## config.mk

```make
export PLATFORM = sky130hd
export DESIGN_NAME = hbfs_supervisor
export DESIGN_NICKNAME = d
export VERILOG_FILES = /design/src/hbfs_pkg.sv /design/src/hbfs_sync.sv /design/src/hbfs_supervisor.sv
export SDC_FILE = /design/constraint.sdc
export NUM_CORES = 1
export LEC_CHECK = 0
export BUFFER_PORTS_ARGS = -buffer_cell sky130_fd_sc_hd__buf_2
export CAP_MARGIN = 15
export CORE_UTILIZATION = 40
export CTS_CLUSTER_SIZE = 14
export DETAILED_ROUTE_END_ITERATION = 10
export PLACE_DENSITY = 0.57
export SKIP_LAST_GASP = 1
export SLEW_MARGIN = 20
export SYNTH_ARGS = -nofsm -noshare
export SYNTH_HDL_FRONTEND = slang
export SYNTH_HIERARCHICAL = 1
export SYNTH_SLANG_ARGS = --single-unit
```

## constraint.sdc

```tcl
create_clock -name sys_clk -period 2.7 [get_ports sys_clk]
set_input_delay 0.405 -clock sys_clk [delete_from_list [all_inputs] [get_ports sys_clk]]
set_output_delay 0.405 -clock sys_clk [all_outputs]
set_load 0.02 [all_outputs]
```

## src/hbfs_pkg.sv

```systemverilog
`default_nettype none
package hbfs_pkg;
    localparam int NUM_BRIDGES = 6;
    localparam int ADDR_W = 8;
    localparam int DATA_W = 16;

    // register offsets
    localparam logic [7:0] ADDR_GLOBAL_STATUS = 8'h00;
    localparam logic [7:0] ADDR_HS_OC = 8'h04;
    localparam logic [7:0] ADDR_LS_OC = 8'h08;
    localparam logic [7:0] ADDR_ACT_CTRL = 8'h0C;

    // global status register fields
    localparam int BIT_TPW = 1;
    localparam int BIT_TSD = 2;
    localparam int BIT_NOT_POWER_ON_RESET_INDICATOR = 3;
    localparam int BIT_SUPPLY_OVERVOLTAGE_FLAG = 4;
    localparam int BIT_SUPPLY_UNDERVOLTAGE_FLAG = 5;
    localparam int BIT_LE = 6;

    // bridge activation control fields
    localparam int ACT_HS_LSB = 0;
    localparam int ACT_LS_LSB = 8;

    // values after reset
    localparam logic [15:0] ACT_CTRL_RST = 16'h0000;
    localparam logic NOT_POWER_ON_RESET_INDICATOR_RST = 1'b0;

    // timing
    localparam int CLK_MHZ = 20;
    localparam int DEAD_TIME_NS = 500;
    localparam int DEAD_CYCLES_RAW = (DEAD_TIME_NS * CLK_MHZ + 999) / 1000;
    localparam int DEAD_CYCLES = (DEAD_CYCLES_RAW < 1) ? 1 : DEAD_CYCLES_RAW;
    localparam int DEAD_W = 8;

    typedef enum logic [1:0] {
        BR_OFF,
        BR_HS_ON,
        BR_LS_ON,
        BR_DEAD
    } hbfs_bridge_state_type;
endpackage
`default_nettype wire

```

## src/hbfs_sync.sv

```systemverilog
`timescale 1ns/100ps
`default_nettype none
module hbfs_sync #(
    parameter int WIDTH = 1
) (
    input wire logic sys_clk, // clock
    input wire logic arst_n, // async reset, active low
    input wire logic [WIDTH-1:0] async_in, // asynchronous levels
    output logic [WIDTH-1:0] sync_out // synchronised levels
);
    typedef struct packed {
        logic [WIDTH-1:0] meta;
        logic [WIDTH-1:0] stable;
    } hbfs_sync_state_type;

    hbfs_sync_state_type s_q;
    hbfs_sync_state_type s_d;

    // first stage feeds only the second stage
    always_comb
    begin
        s_d.meta = async_in;
        s_d.stable = s_q.meta;
    end

    always_ff @(posedge sys_clk or negedge arst_n)
    begin
        if (!arst_n)
        begin
            s_q <= '0;
        end
        else
        begin
            s_q <= s_d;
        end
    end

    assign sync_out = s_q.stable;
endmodule
`default_nettype wire

```

## src/hbfs_supervisor.sv

```systemverilog
// Functional notes
// overcurrent on active switch: switch off, enable bit kept, load and switch flags set
// high and low side of one bridge are never on together
// dead time inserted between off and on, both directions
// any sensor at warning threshold sets thermal prewarning flag
// prewarning flag latched until host clears it; outputs stay active
// shutdown threshold latches all outputs off and sets shutdown flag until cleared
// enable bits kept during thermal events; cleared flag re-reads 1 if condition persists
// host clears shutdown flag to reactivate or recheck outputs
// supply undervoltage switches outputs off, keeps registers, latches flag
// outputs return automatically when supply recovers, flag untouched
// host clears undervoltage flag and rereads to check disruption
// supply overvoltage switches outputs off and latches flag
// outputs return automatically when overvoltage ends, flag stays latched
// host clears overvoltage flag to check whether overvoltage persists
// logic held in reset below power-off threshold; no bus response
// reset initialises all state and turns every output stage off
// reset released only once logic supply above power-on threshold
// after reset power-on indicator reads 0 once enable is high
// overcurrent switch stays off while its flag set; host clears to retry
// comparator indications synchronised before setting flags or gating outputs
`timescale 1ns/100ps
`default_nettype none
module hbfs_supervisor
    import hbfs_pkg::*;
#(
    parameter int NB = hbfs_pkg::NUM_BRIDGES
) (
    input wire logic sys_clk, // 20 MHz clock
    input wire logic arst_n, // logic-supply reset, active low
    input wire logic [hbfs_pkg::ADDR_W-1:0] reg_addr, // register byte address
    input wire logic [hbfs_pkg::DATA_W-1:0] reg_wdata, // write data
    input wire logic reg_wr, // write strobe
    input wire logic reg_rd, // read strobe
    output logic [hbfs_pkg::DATA_W-1:0] reg_rdata, // read data, cycle after strobe
    input wire logic [NB-1:0] oc_hs_in, // high-side overcurrent comparators
    input wire logic [NB-1:0] oc_ls_in, // low-side overcurrent comparators
    input wire logic temp_warn_in, // any sensor above warning threshold
    input wire logic temp_sd_in, // any sensor above shutdown threshold
    input wire logic supply_undervoltage_flag_in, // supply below undervoltage threshold
    input wire logic supply_overvoltage_flag_in, // supply above overvoltage threshold
    input wire logic en_in, // enable pin, normal mode when high
    output logic [NB-1:0] hs_on, // high-side gate command
    output logic [NB-1:0] ls_on, // low-side gate command
    output logic global_error // or of all error bits and power-on event
);
    localparam int NSYNC = 2 * NB + 5;

    typedef struct packed {
        hbfs_bridge_state_type [NB-1:0] br_st;
        logic [NB-1:0][DEAD_W-1:0] dead_cnt;
        logic [NB-1:0] hs_en;
        logic [NB-1:0] ls_en;
        logic [NB-1:0] hs_oc;
        logic [NB-1:0] ls_oc;
        logic le;
        logic thermal_prewarning_flag;
        logic thermal_shutdown_flag;
        logic supply_undervoltage_flag;
        logic supply_overvoltage_flag;
        logic not_power_on_reset_indicator;
        logic [DATA_W-1:0] rdata;
    } hbfs_state_type;

    hbfs_state_type s_q;
    hbfs_state_type s_d;

    logic [NSYNC-1:0] sync_v;
    logic [NB-1:0] oc_hs_s;
    logic [NB-1:0] oc_ls_s;
    logic warn_s;
    logic sd_s;
    logic uv_s;
    logic ov_s;
    logic en_s;

    // comparator levels come from analog domain
    hbfs_sync #(
        .WIDTH(NSYNC)
    ) u_sync (
        .sys_clk(sys_clk),
        .arst_n(arst_n),
        .async_in({oc_hs_in, oc_ls_in, temp_warn_in, temp_sd_in, supply_undervoltage_flag_in, supply_overvoltage_flag_in, en_in}),
        .sync_out(sync_v)
    );

    assign oc_hs_s = sync_v[NSYNC-1 -: NB];
    assign oc_ls_s = sync_v[NSYNC-NB-1 -: NB];
    assign warn_s = sync_v[4];
    assign sd_s = sync_v[3];
    assign uv_s = sync_v[2];
    assign ov_s = sync_v[1];
    assign en_s = sync_v[0];

    logic wr_ok;
    logic rd_ok;
    logic wr_glob;
    logic [NB-1:0] hs_set;
    logic [NB-1:0] ls_set;
    logic [NB-1:0] hs_clr;
    logic [NB-1:0] ls_clr;
    logic shut_all;
    logic hs_req;
    logic ls_req;
    logic [DATA_W-1:0] glob_v;
    logic [DATA_W-1:0] rd_v;

    always_comb
    begin
        s_d = s_q;
        // bus is dead while the enable pin is low
        wr_ok = reg_wr & en_s;
        rd_ok = reg_rd & en_s;
        wr_glob = wr_ok && (reg_addr == ADDR_GLOBAL_STATUS);
        hs_clr = (wr_ok && (reg_addr == ADDR_HS_OC)) ? reg_wdata[NB-1:0] : '0;
        ls_clr = (wr_ok && (reg_addr == ADDR_LS_OC)) ? reg_wdata[NB-1:0] : '0;

        // enable bits only change by software, never by faults
        if (wr_ok && (reg_addr == ADDR_ACT_CTRL))
        begin
            s_d.hs_en = reg_wdata[ACT_HS_LSB +: NB];
            s_d.ls_en = reg_wdata[ACT_LS_LSB +: NB];
        end

        // overcurrent only counts on a switch that is driven
        hs_set = oc_hs_s & hs_on;
        ls_set = oc_ls_s & ls_on;
        s_d.hs_oc = (s_q.hs_oc & ~hs_clr) | hs_set;
        s_d.ls_oc = (s_q.ls_oc & ~ls_clr) | ls_set;
        s_d.le = (s_q.le & ~(wr_glob & reg_wdata[BIT_LE])) | (|{hs_set, ls_set});

        // set wins over clear: flag re-reads 1 while condition persists
        s_d.thermal_prewarning_flag = (s_q.thermal_prewarning_flag & ~(wr_glob & reg_wdata[BIT_TPW])) | warn_s;
        s_d.thermal_shutdown_flag = (s_q.thermal_shutdown_flag & ~(wr_glob & reg_wdata[BIT_TSD])) | sd_s;
        s_d.supply_undervoltage_flag = (s_q.supply_undervoltage_flag & ~(wr_glob & reg_wdata[BIT_SUPPLY_UNDERVOLTAGE_FLAG])) | uv_s;
        s_d.supply_overvoltage_flag = (s_q.supply_overvoltage_flag & ~(wr_glob & reg_wdata[BIT_SUPPLY_OVERVOLTAGE_FLAG])) | ov_s;

        // host acknowledges the power-on event by writing 1
        if (wr_glob && reg_wdata[BIT_NOT_POWER_ON_RESET_INDICATOR])
        begin
            s_d.not_power_on_reset_indicator = 1'b1;
        end

        // supply faults gate on the live level, so outputs return by themselves
        shut_all = s_q.thermal_shutdown_flag | sd_s | uv_s | ov_s;
        hs_req = 1'b0;
        ls_req = 1'b0;

        for (int i = 0; i < NB; i++)
        begin
            // both sides requested is treated as off, never as cross conduction
            hs_req = s_q.hs_en[i] & ~s_q.ls_en[i] & ~s_q.hs_oc[i] & ~hs_set[i] & ~shut_all;
            ls_req = s_q.ls_en[i] & ~s_q.hs_en[i] & ~s_q.ls_oc[i] & ~ls_set[i] & ~shut_all;
            case (s_q.br_st[i])
                BR_OFF:
                begin
                    if (hs_req)
                    begin
                        s_d.br_st[i] = BR_HS_ON;
                    end
                    else if (ls_req)
                    begin
                        s_d.br_st[i] = BR_LS_ON;
                    end
                end
                BR_HS_ON:
                begin
                    if (!hs_req)
                    begin
                        s_d.br_st[i] = BR_DEAD;
                        s_d.dead_cnt[i] = DEAD_W'(DEAD_CYCLES - 1);
                    end
                end
                BR_LS_ON:
                begin
                    if (!ls_req)
                    begin
                        s_d.br_st[i] = BR_DEAD;
                        s_d.dead_cnt[i] = DEAD_W'(DEAD_CYCLES - 1);
                    end
                end
                BR_DEAD:
                begin
                    // both sides off for the full dead time before any turn-on
                    if (s_q.dead_cnt[i] == '0)
                    begin
                        s_d.br_st[i] = BR_OFF;
                    end
                    else
                    begin
                        s_d.dead_cnt[i] = s_q.dead_cnt[i] - 1'b1;
                    end
                end
                default:
                begin
                    s_d.br_st[i] = BR_OFF;
                end
            endcase
        end

        glob_v = '0;
        glob_v[BIT_TPW] = s_q.thermal_prewarning_flag;
        glob_v[BIT_TSD] = s_q.thermal_shutdown_flag;
        glob_v[BIT_NOT_POWER_ON_RESET_INDICATOR] = s_q.not_power_on_reset_indicator;
        glob_v[BIT_SUPPLY_OVERVOLTAGE_FLAG] = s_q.supply_overvoltage_flag;
        glob_v[BIT_SUPPLY_UNDERVOLTAGE_FLAG] = s_q.supply_undervoltage_flag;
        glob_v[BIT_LE] = s_q.le;

        case (reg_addr)
            ADDR_GLOBAL_STATUS: rd_v = glob_v;
            ADDR_HS_OC: rd_v = DATA_W'(s_q.hs_oc);
            ADDR_LS_OC: rd_v = DATA_W'(s_q.ls_oc);
            ADDR_ACT_CTRL:
            begin
                rd_v = '0;
                rd_v[ACT_HS_LSB +: NB] = s_q.hs_en;
                rd_v[ACT_LS_LSB +: NB] = s_q.ls_en;
            end
            default: rd_v = '0;
        endcase
        // read data stand one cycle only
        s_d.rdata = rd_ok ? rd_v : '0;
    end

    // reset clears every flop, gates are off and not_power_on_reset_indicator reads 0
    always_ff @(posedge sys_clk or negedge arst_n)
    begin
        if (!arst_n)
        begin
            s_q <= '0;
            s_q.hs_en <= ACT_CTRL_RST[ACT_HS_LSB +: NB];
            s_q.ls_en <= ACT_CTRL_RST[ACT_LS_LSB +: NB];
            s_q.not_power_on_reset_indicator <= NOT_POWER_ON_RESET_INDICATOR_RST;
        end
        else
        begin
            s_q <= s_d;
        end
    end

    always_comb
    begin
        for (int i = 0; i < NB; i++)
        begin
            hs_on[i] = (s_q.br_st[i] == BR_HS_ON);
            ls_on[i] = (s_q.br_st[i] == BR_LS_ON);
        end
    end

    assign reg_rdata = s_q.rdata;
    assign global_error = s_q.le | s_q.thermal_prewarning_flag | s_q.thermal_shutdown_flag | s_q.supply_undervoltage_flag | s_q.supply_overvoltage_flag | ~s_q.not_power_on_reset_indicator;
endmodule
`default_nettype wire

```

==> flow_metrics.env <==
export IMPL_critPathBufInv=0
export IMPL_cts_tree="yes"
export IMPL_cts_buffers=17
export IMPL_cp_slowest_cell="or4_1"
export IMPL_wl_per_cell_um=15.75
export IMPL_cp_top_family="simple AND/OR/NAND/NOR gates"
export IMPL_drt_iter0_markers=204
export IMPL_multi_input_area_um2=3261
export IMPL_cp_common_cell="or4_1"
export IMPL_ant_nets=0
export IMPL_cp_depth=4
export IMPL_max_freq_ghz=0.4204
export IMPL_fillers=1634
export IMPL_cp_required_ps=3000
export IMPL_cp_data_arrival_time_ps=2670
export IMPL_gp_congestion=0.8400
export IMPL_dp_cells=954
export IMPL_total_power_mw=8.115
export IMPL_worstReg2RegEnd="s_q[98]"
export IMPL_critPathCapture="s_q[98]"
export IMPL_r2r_cells=4
export IMPL_die_y_um=134.4
export IMPL_synth_top_family_by_area="simple AND/OR/NAND/NOR gates"
export IMPL_grt_usage_pct=18.29
export IMPL_critPathLaunch="s_q[66]"
export IMPL_pre_cts_ws_ps=347.9
export IMPL_die_w_um=134.4
export IMPL_fin_setup_tns_ps=0
export IMPL_ir_drop_mv=0.4053
export IMPL_cts_sinks=137
export IMPL_relSlewSlack_pct=56.07
export IMPL_postCtsHoldBufs=0
export IMPL_post_drt_via_cell_ratio=5.306
export IMPL_synthAdderAreaFrac_pct=7.500
export IMPL_path_class="flip-flop to flip-flop"
export IMPL_muxShareOfSynthArea_pct=6.607
export IMPL_path_cells="or4_1 -> or4_1 -> a221o_1 -> mux2_4"
export IMPL_cpPeakStageDelay_ps=570
export IMPL_status="finished, final reports clean"
export IMPL_grt_start_max_net_pins=72
export IMPL_grt_pass1_vias=5129
export IMPL_synth_simple_gate_area_share_pct=16.20
export IMPL_dp_hpwl_um=11390
export IMPL_antenna_found_initial=1
export IMPL_finalInstanceArea_um2=8242
export IMPL_fin_crit_ps=2378
export IMPL_grt_pass1_wl_um=25620
export IMPL_ys_seq_area_share_pct=48.93
export IMPL_fin_crit_sh_pct=88.09
export IMPL_drive_above_1_share_pct=18.27
export IMPL_drv_slew=0
export IMPL_synth_edf_count=0
export IMPL_yosysUniqueCellTypes=62
export IMPL_cts_setup_buffers=0
export IMPL_r2r_slack_ps=320
export IMPL_diodes=0
export IMPL_finalNonFillerCells=986
export IMPL_grt_overflow_total=0
export IMPL_cap_violations=0
export IMPL_synthCells=665
export IMPL_worstSetupEndpointType="flip-flop"
export IMPL_clock_path_buffers=2
export IMPL_synth_main_ff_cell="dfrtp_1"
export IMPL_synthXorXnorAreaFrac_pct=0
export IMPL_rows=48
export IMPL_whs_ps=4.234
export IMPL_path_clk_slew_ps=60
export IMPL_worst_r2r_startpoint="s_q[66]"
export IMPL_layout_nets=835
export IMPL_cp_max_fo=8
export IMPL_worst_slew_pin_slew_ps=658.9
export IMPL_setup_viol=0
export IMPL_async_reset_ff_share_pct=100.0
export IMPL_hp_class="input port to async pin"
export IMPL_avgSynthCellArea_um2=10.54
export IMPL_p_leak_nw=3.788
export IMPL_pin_count=74
export IMPL_pwr_density_cell_nw_per_um2=984.7
export IMPL_hold_violations=0
export IMPL_rsz0062_at_grt="no"
export IMPL_syn_area_um2=7007
export IMPL_synth_seq_cells=137
export IMPL_num_vias=5232
export IMPL_firstDrtPassIters=6
export IMPL_cts_root_buffer="clkbuf_16"
export IMPL_numPortBuffers=67
export IMPL_core_area_um2=17180
export IMPL_route_detailed_drc=0
export IMPL_regArea_um2=3428
export IMPL_fin_util_pct=47.98
export IMPL_initial_utilization_pct=40.79
export IMPL_clkLatencyLatePin_ps=410
export IMPL_cts_resized_gates=0
export IMPL_finClkSkew_ps=3.579
export IMPL_dpl_cell_area_um2=7651
export IMPL_syn2layout_area_growth_pct=17.62
export IMPL_die_area_um2=18050
export IMPL_yosysWarnings=6
export IMPL_start_kind="flip-flop"
export IMPL_routed_wl_um=15530
export IMPL_synth_compound_area_share_pct=16.07
export IMPL_setup_slack_ps=321.6
export IMPL_htreeDepth=4
## worst register-to-register path: stages, from the launching register on
cell     delay, ps
dfrtp_1        430
or4_1          560
or4_1          570
a221o_1        400
mux2_4         310
## final cells by class
| type | count | area share, % |
|---|---|---|
| Multi-Input combinational cell | 460 | 39.56 |
| Clock buffer | 20 | 5.663 |
| Sequential cell | 137 | 41.60 |
| Clock inverter | 12 | 1.503 |
| Tap cell | 225 | 3.416 |
| Inverter | 43 | 1.958 |
| Timing Repair Buffer | 89 | 6.300 |
## cells by family (layout without fill, tap and decap cells)
kind of cell	after synthesis	count (layout)
compound gates	161	161
fa+ha+maj	42	42
buf+inv	70	164
flops	137	137
mux	37	37
other cells	1	3
simple gates	217	217
## worst min-delay path by stage
stage | slack, ps | from | to | cells past startpoint
2_1_floorplan | 110 | arst_n | glob_v[1] | 0
4_1_cts | 20 | arst_n | s_q[58] | 1
3_5_place_dp | 330 | u_sync/s_d[14] | u_sync/sync_out[14] | 0
6_report | 4 | arst_n | s_q[58] | 1
5_1_grt | 60 | arst_n | s_q[58] | 1
3_3_place_gp | 340 | u_sync/s_d[9] | u_sync/sync_out[9] | 0
## where the power goes
part           leakage, nW  switching [mW]  total (mW)  internal [mW]
clock                0.295           0.849        2.27           1.42
sequential            1.66           0.380        2.81           2.43
combinational         1.83            1.76        3.03           1.27
total                 3.79            2.99        8.12           5.13
## cells in the final DEF (no fill, tap or decap), types with 5 or more instances in the layout
cell type  synthesis  final
a21oi_1           23     23
clkbuf_16          0     17
nand2_1           73     73
nor4_1             5      5
mux4_2             5      5
a21o_1             7      7
or3_1              5      5
a22o_1            16     16
nand4_1            8      8
ha_1              42     42
o21ai_1           26     26
mux2_2             7      7
dfrtp_1          137    137
a211oi_1           6      6
o2bb2ai_1         11     11
nand3b_1           7      7
buf_2              2     66
mux2i_1           11     11
or4_1              5      5
a22oi_1            7      7
and2_1            10     10
o21ai_0           23     23
mux2_1            13     13
nand2b_1           8      8
nand3_1           15     15
inv_1             42     42
clkinv_2           0      6
nor3_1            11     11
nor3b_1           13     13
nor2_1            30     30
nor2b_1           14     14
buf_4             16     21
## metal layers
layer  vias to the layer above  wire length [um]  global-route usage [%]
met1                      2578              7337                   24.78
met4                         2               204                   5.181
met3                        15               603                   4.649
met5                         -                 8                       0
met2                        86              7373                   28.99
li1                       2551                 -                       -
## state kept, by name (all words and copies together) (netlist names)
signal,count
u_sync/s_d,17
glob_v,6
reg_rdata,13
u_sync/sync_out,17
s_q,84
## synthesized netlist by cell type, drive strengths merged, types with 3 or more instances
cell | count | share of area [%]
a211oi | 6 | 0.64
a21boi | 4 | 0.43
a21o | 7 | 0.75
a21oi | 23 | 1.6
a22o | 16 | 2.0
a22oi | 7 | 0.75
a31oi | 3 | 0.27
a32oi | 3 | 0.38
a41oi | 3 | 0.38
and2 | 10 | 0.89
buf | 19 | 1.9
clkbuf | 8 | 0.43
dfrtp | 137 | 49
ha | 42 | 7.5
inv | 42 | 2.2
mux2 | 21 | 3.4
mux2i | 11 | 1.6
mux4 | 5 | 1.6
nand2 | 73 | 3.9
nand2b | 8 | 0.71
nand3 | 15 | 1.1
nand3b | 7 | 0.75
nand4 | 8 | 0.71
nor2 | 30 | 1.6
nor2b | 14 | 1.2
nor3 | 11 | 0.79
nor3b | 13 | 1.4
nor4 | 6 | 0.62
nor4b | 3 | 0.38
o21ai | 49 | 3.5
o22ai | 4 | 0.36
o2bb2ai | 11 | 1.4
o31a | 4 | 0.50
o31ai | 3 | 0.32
o41ai | 3 | 0.64
or3 | 5 | 0.45
or3b | 4 | 0.50
or4 | 5 | 0.54
Power figures use the tool's default switching activity.
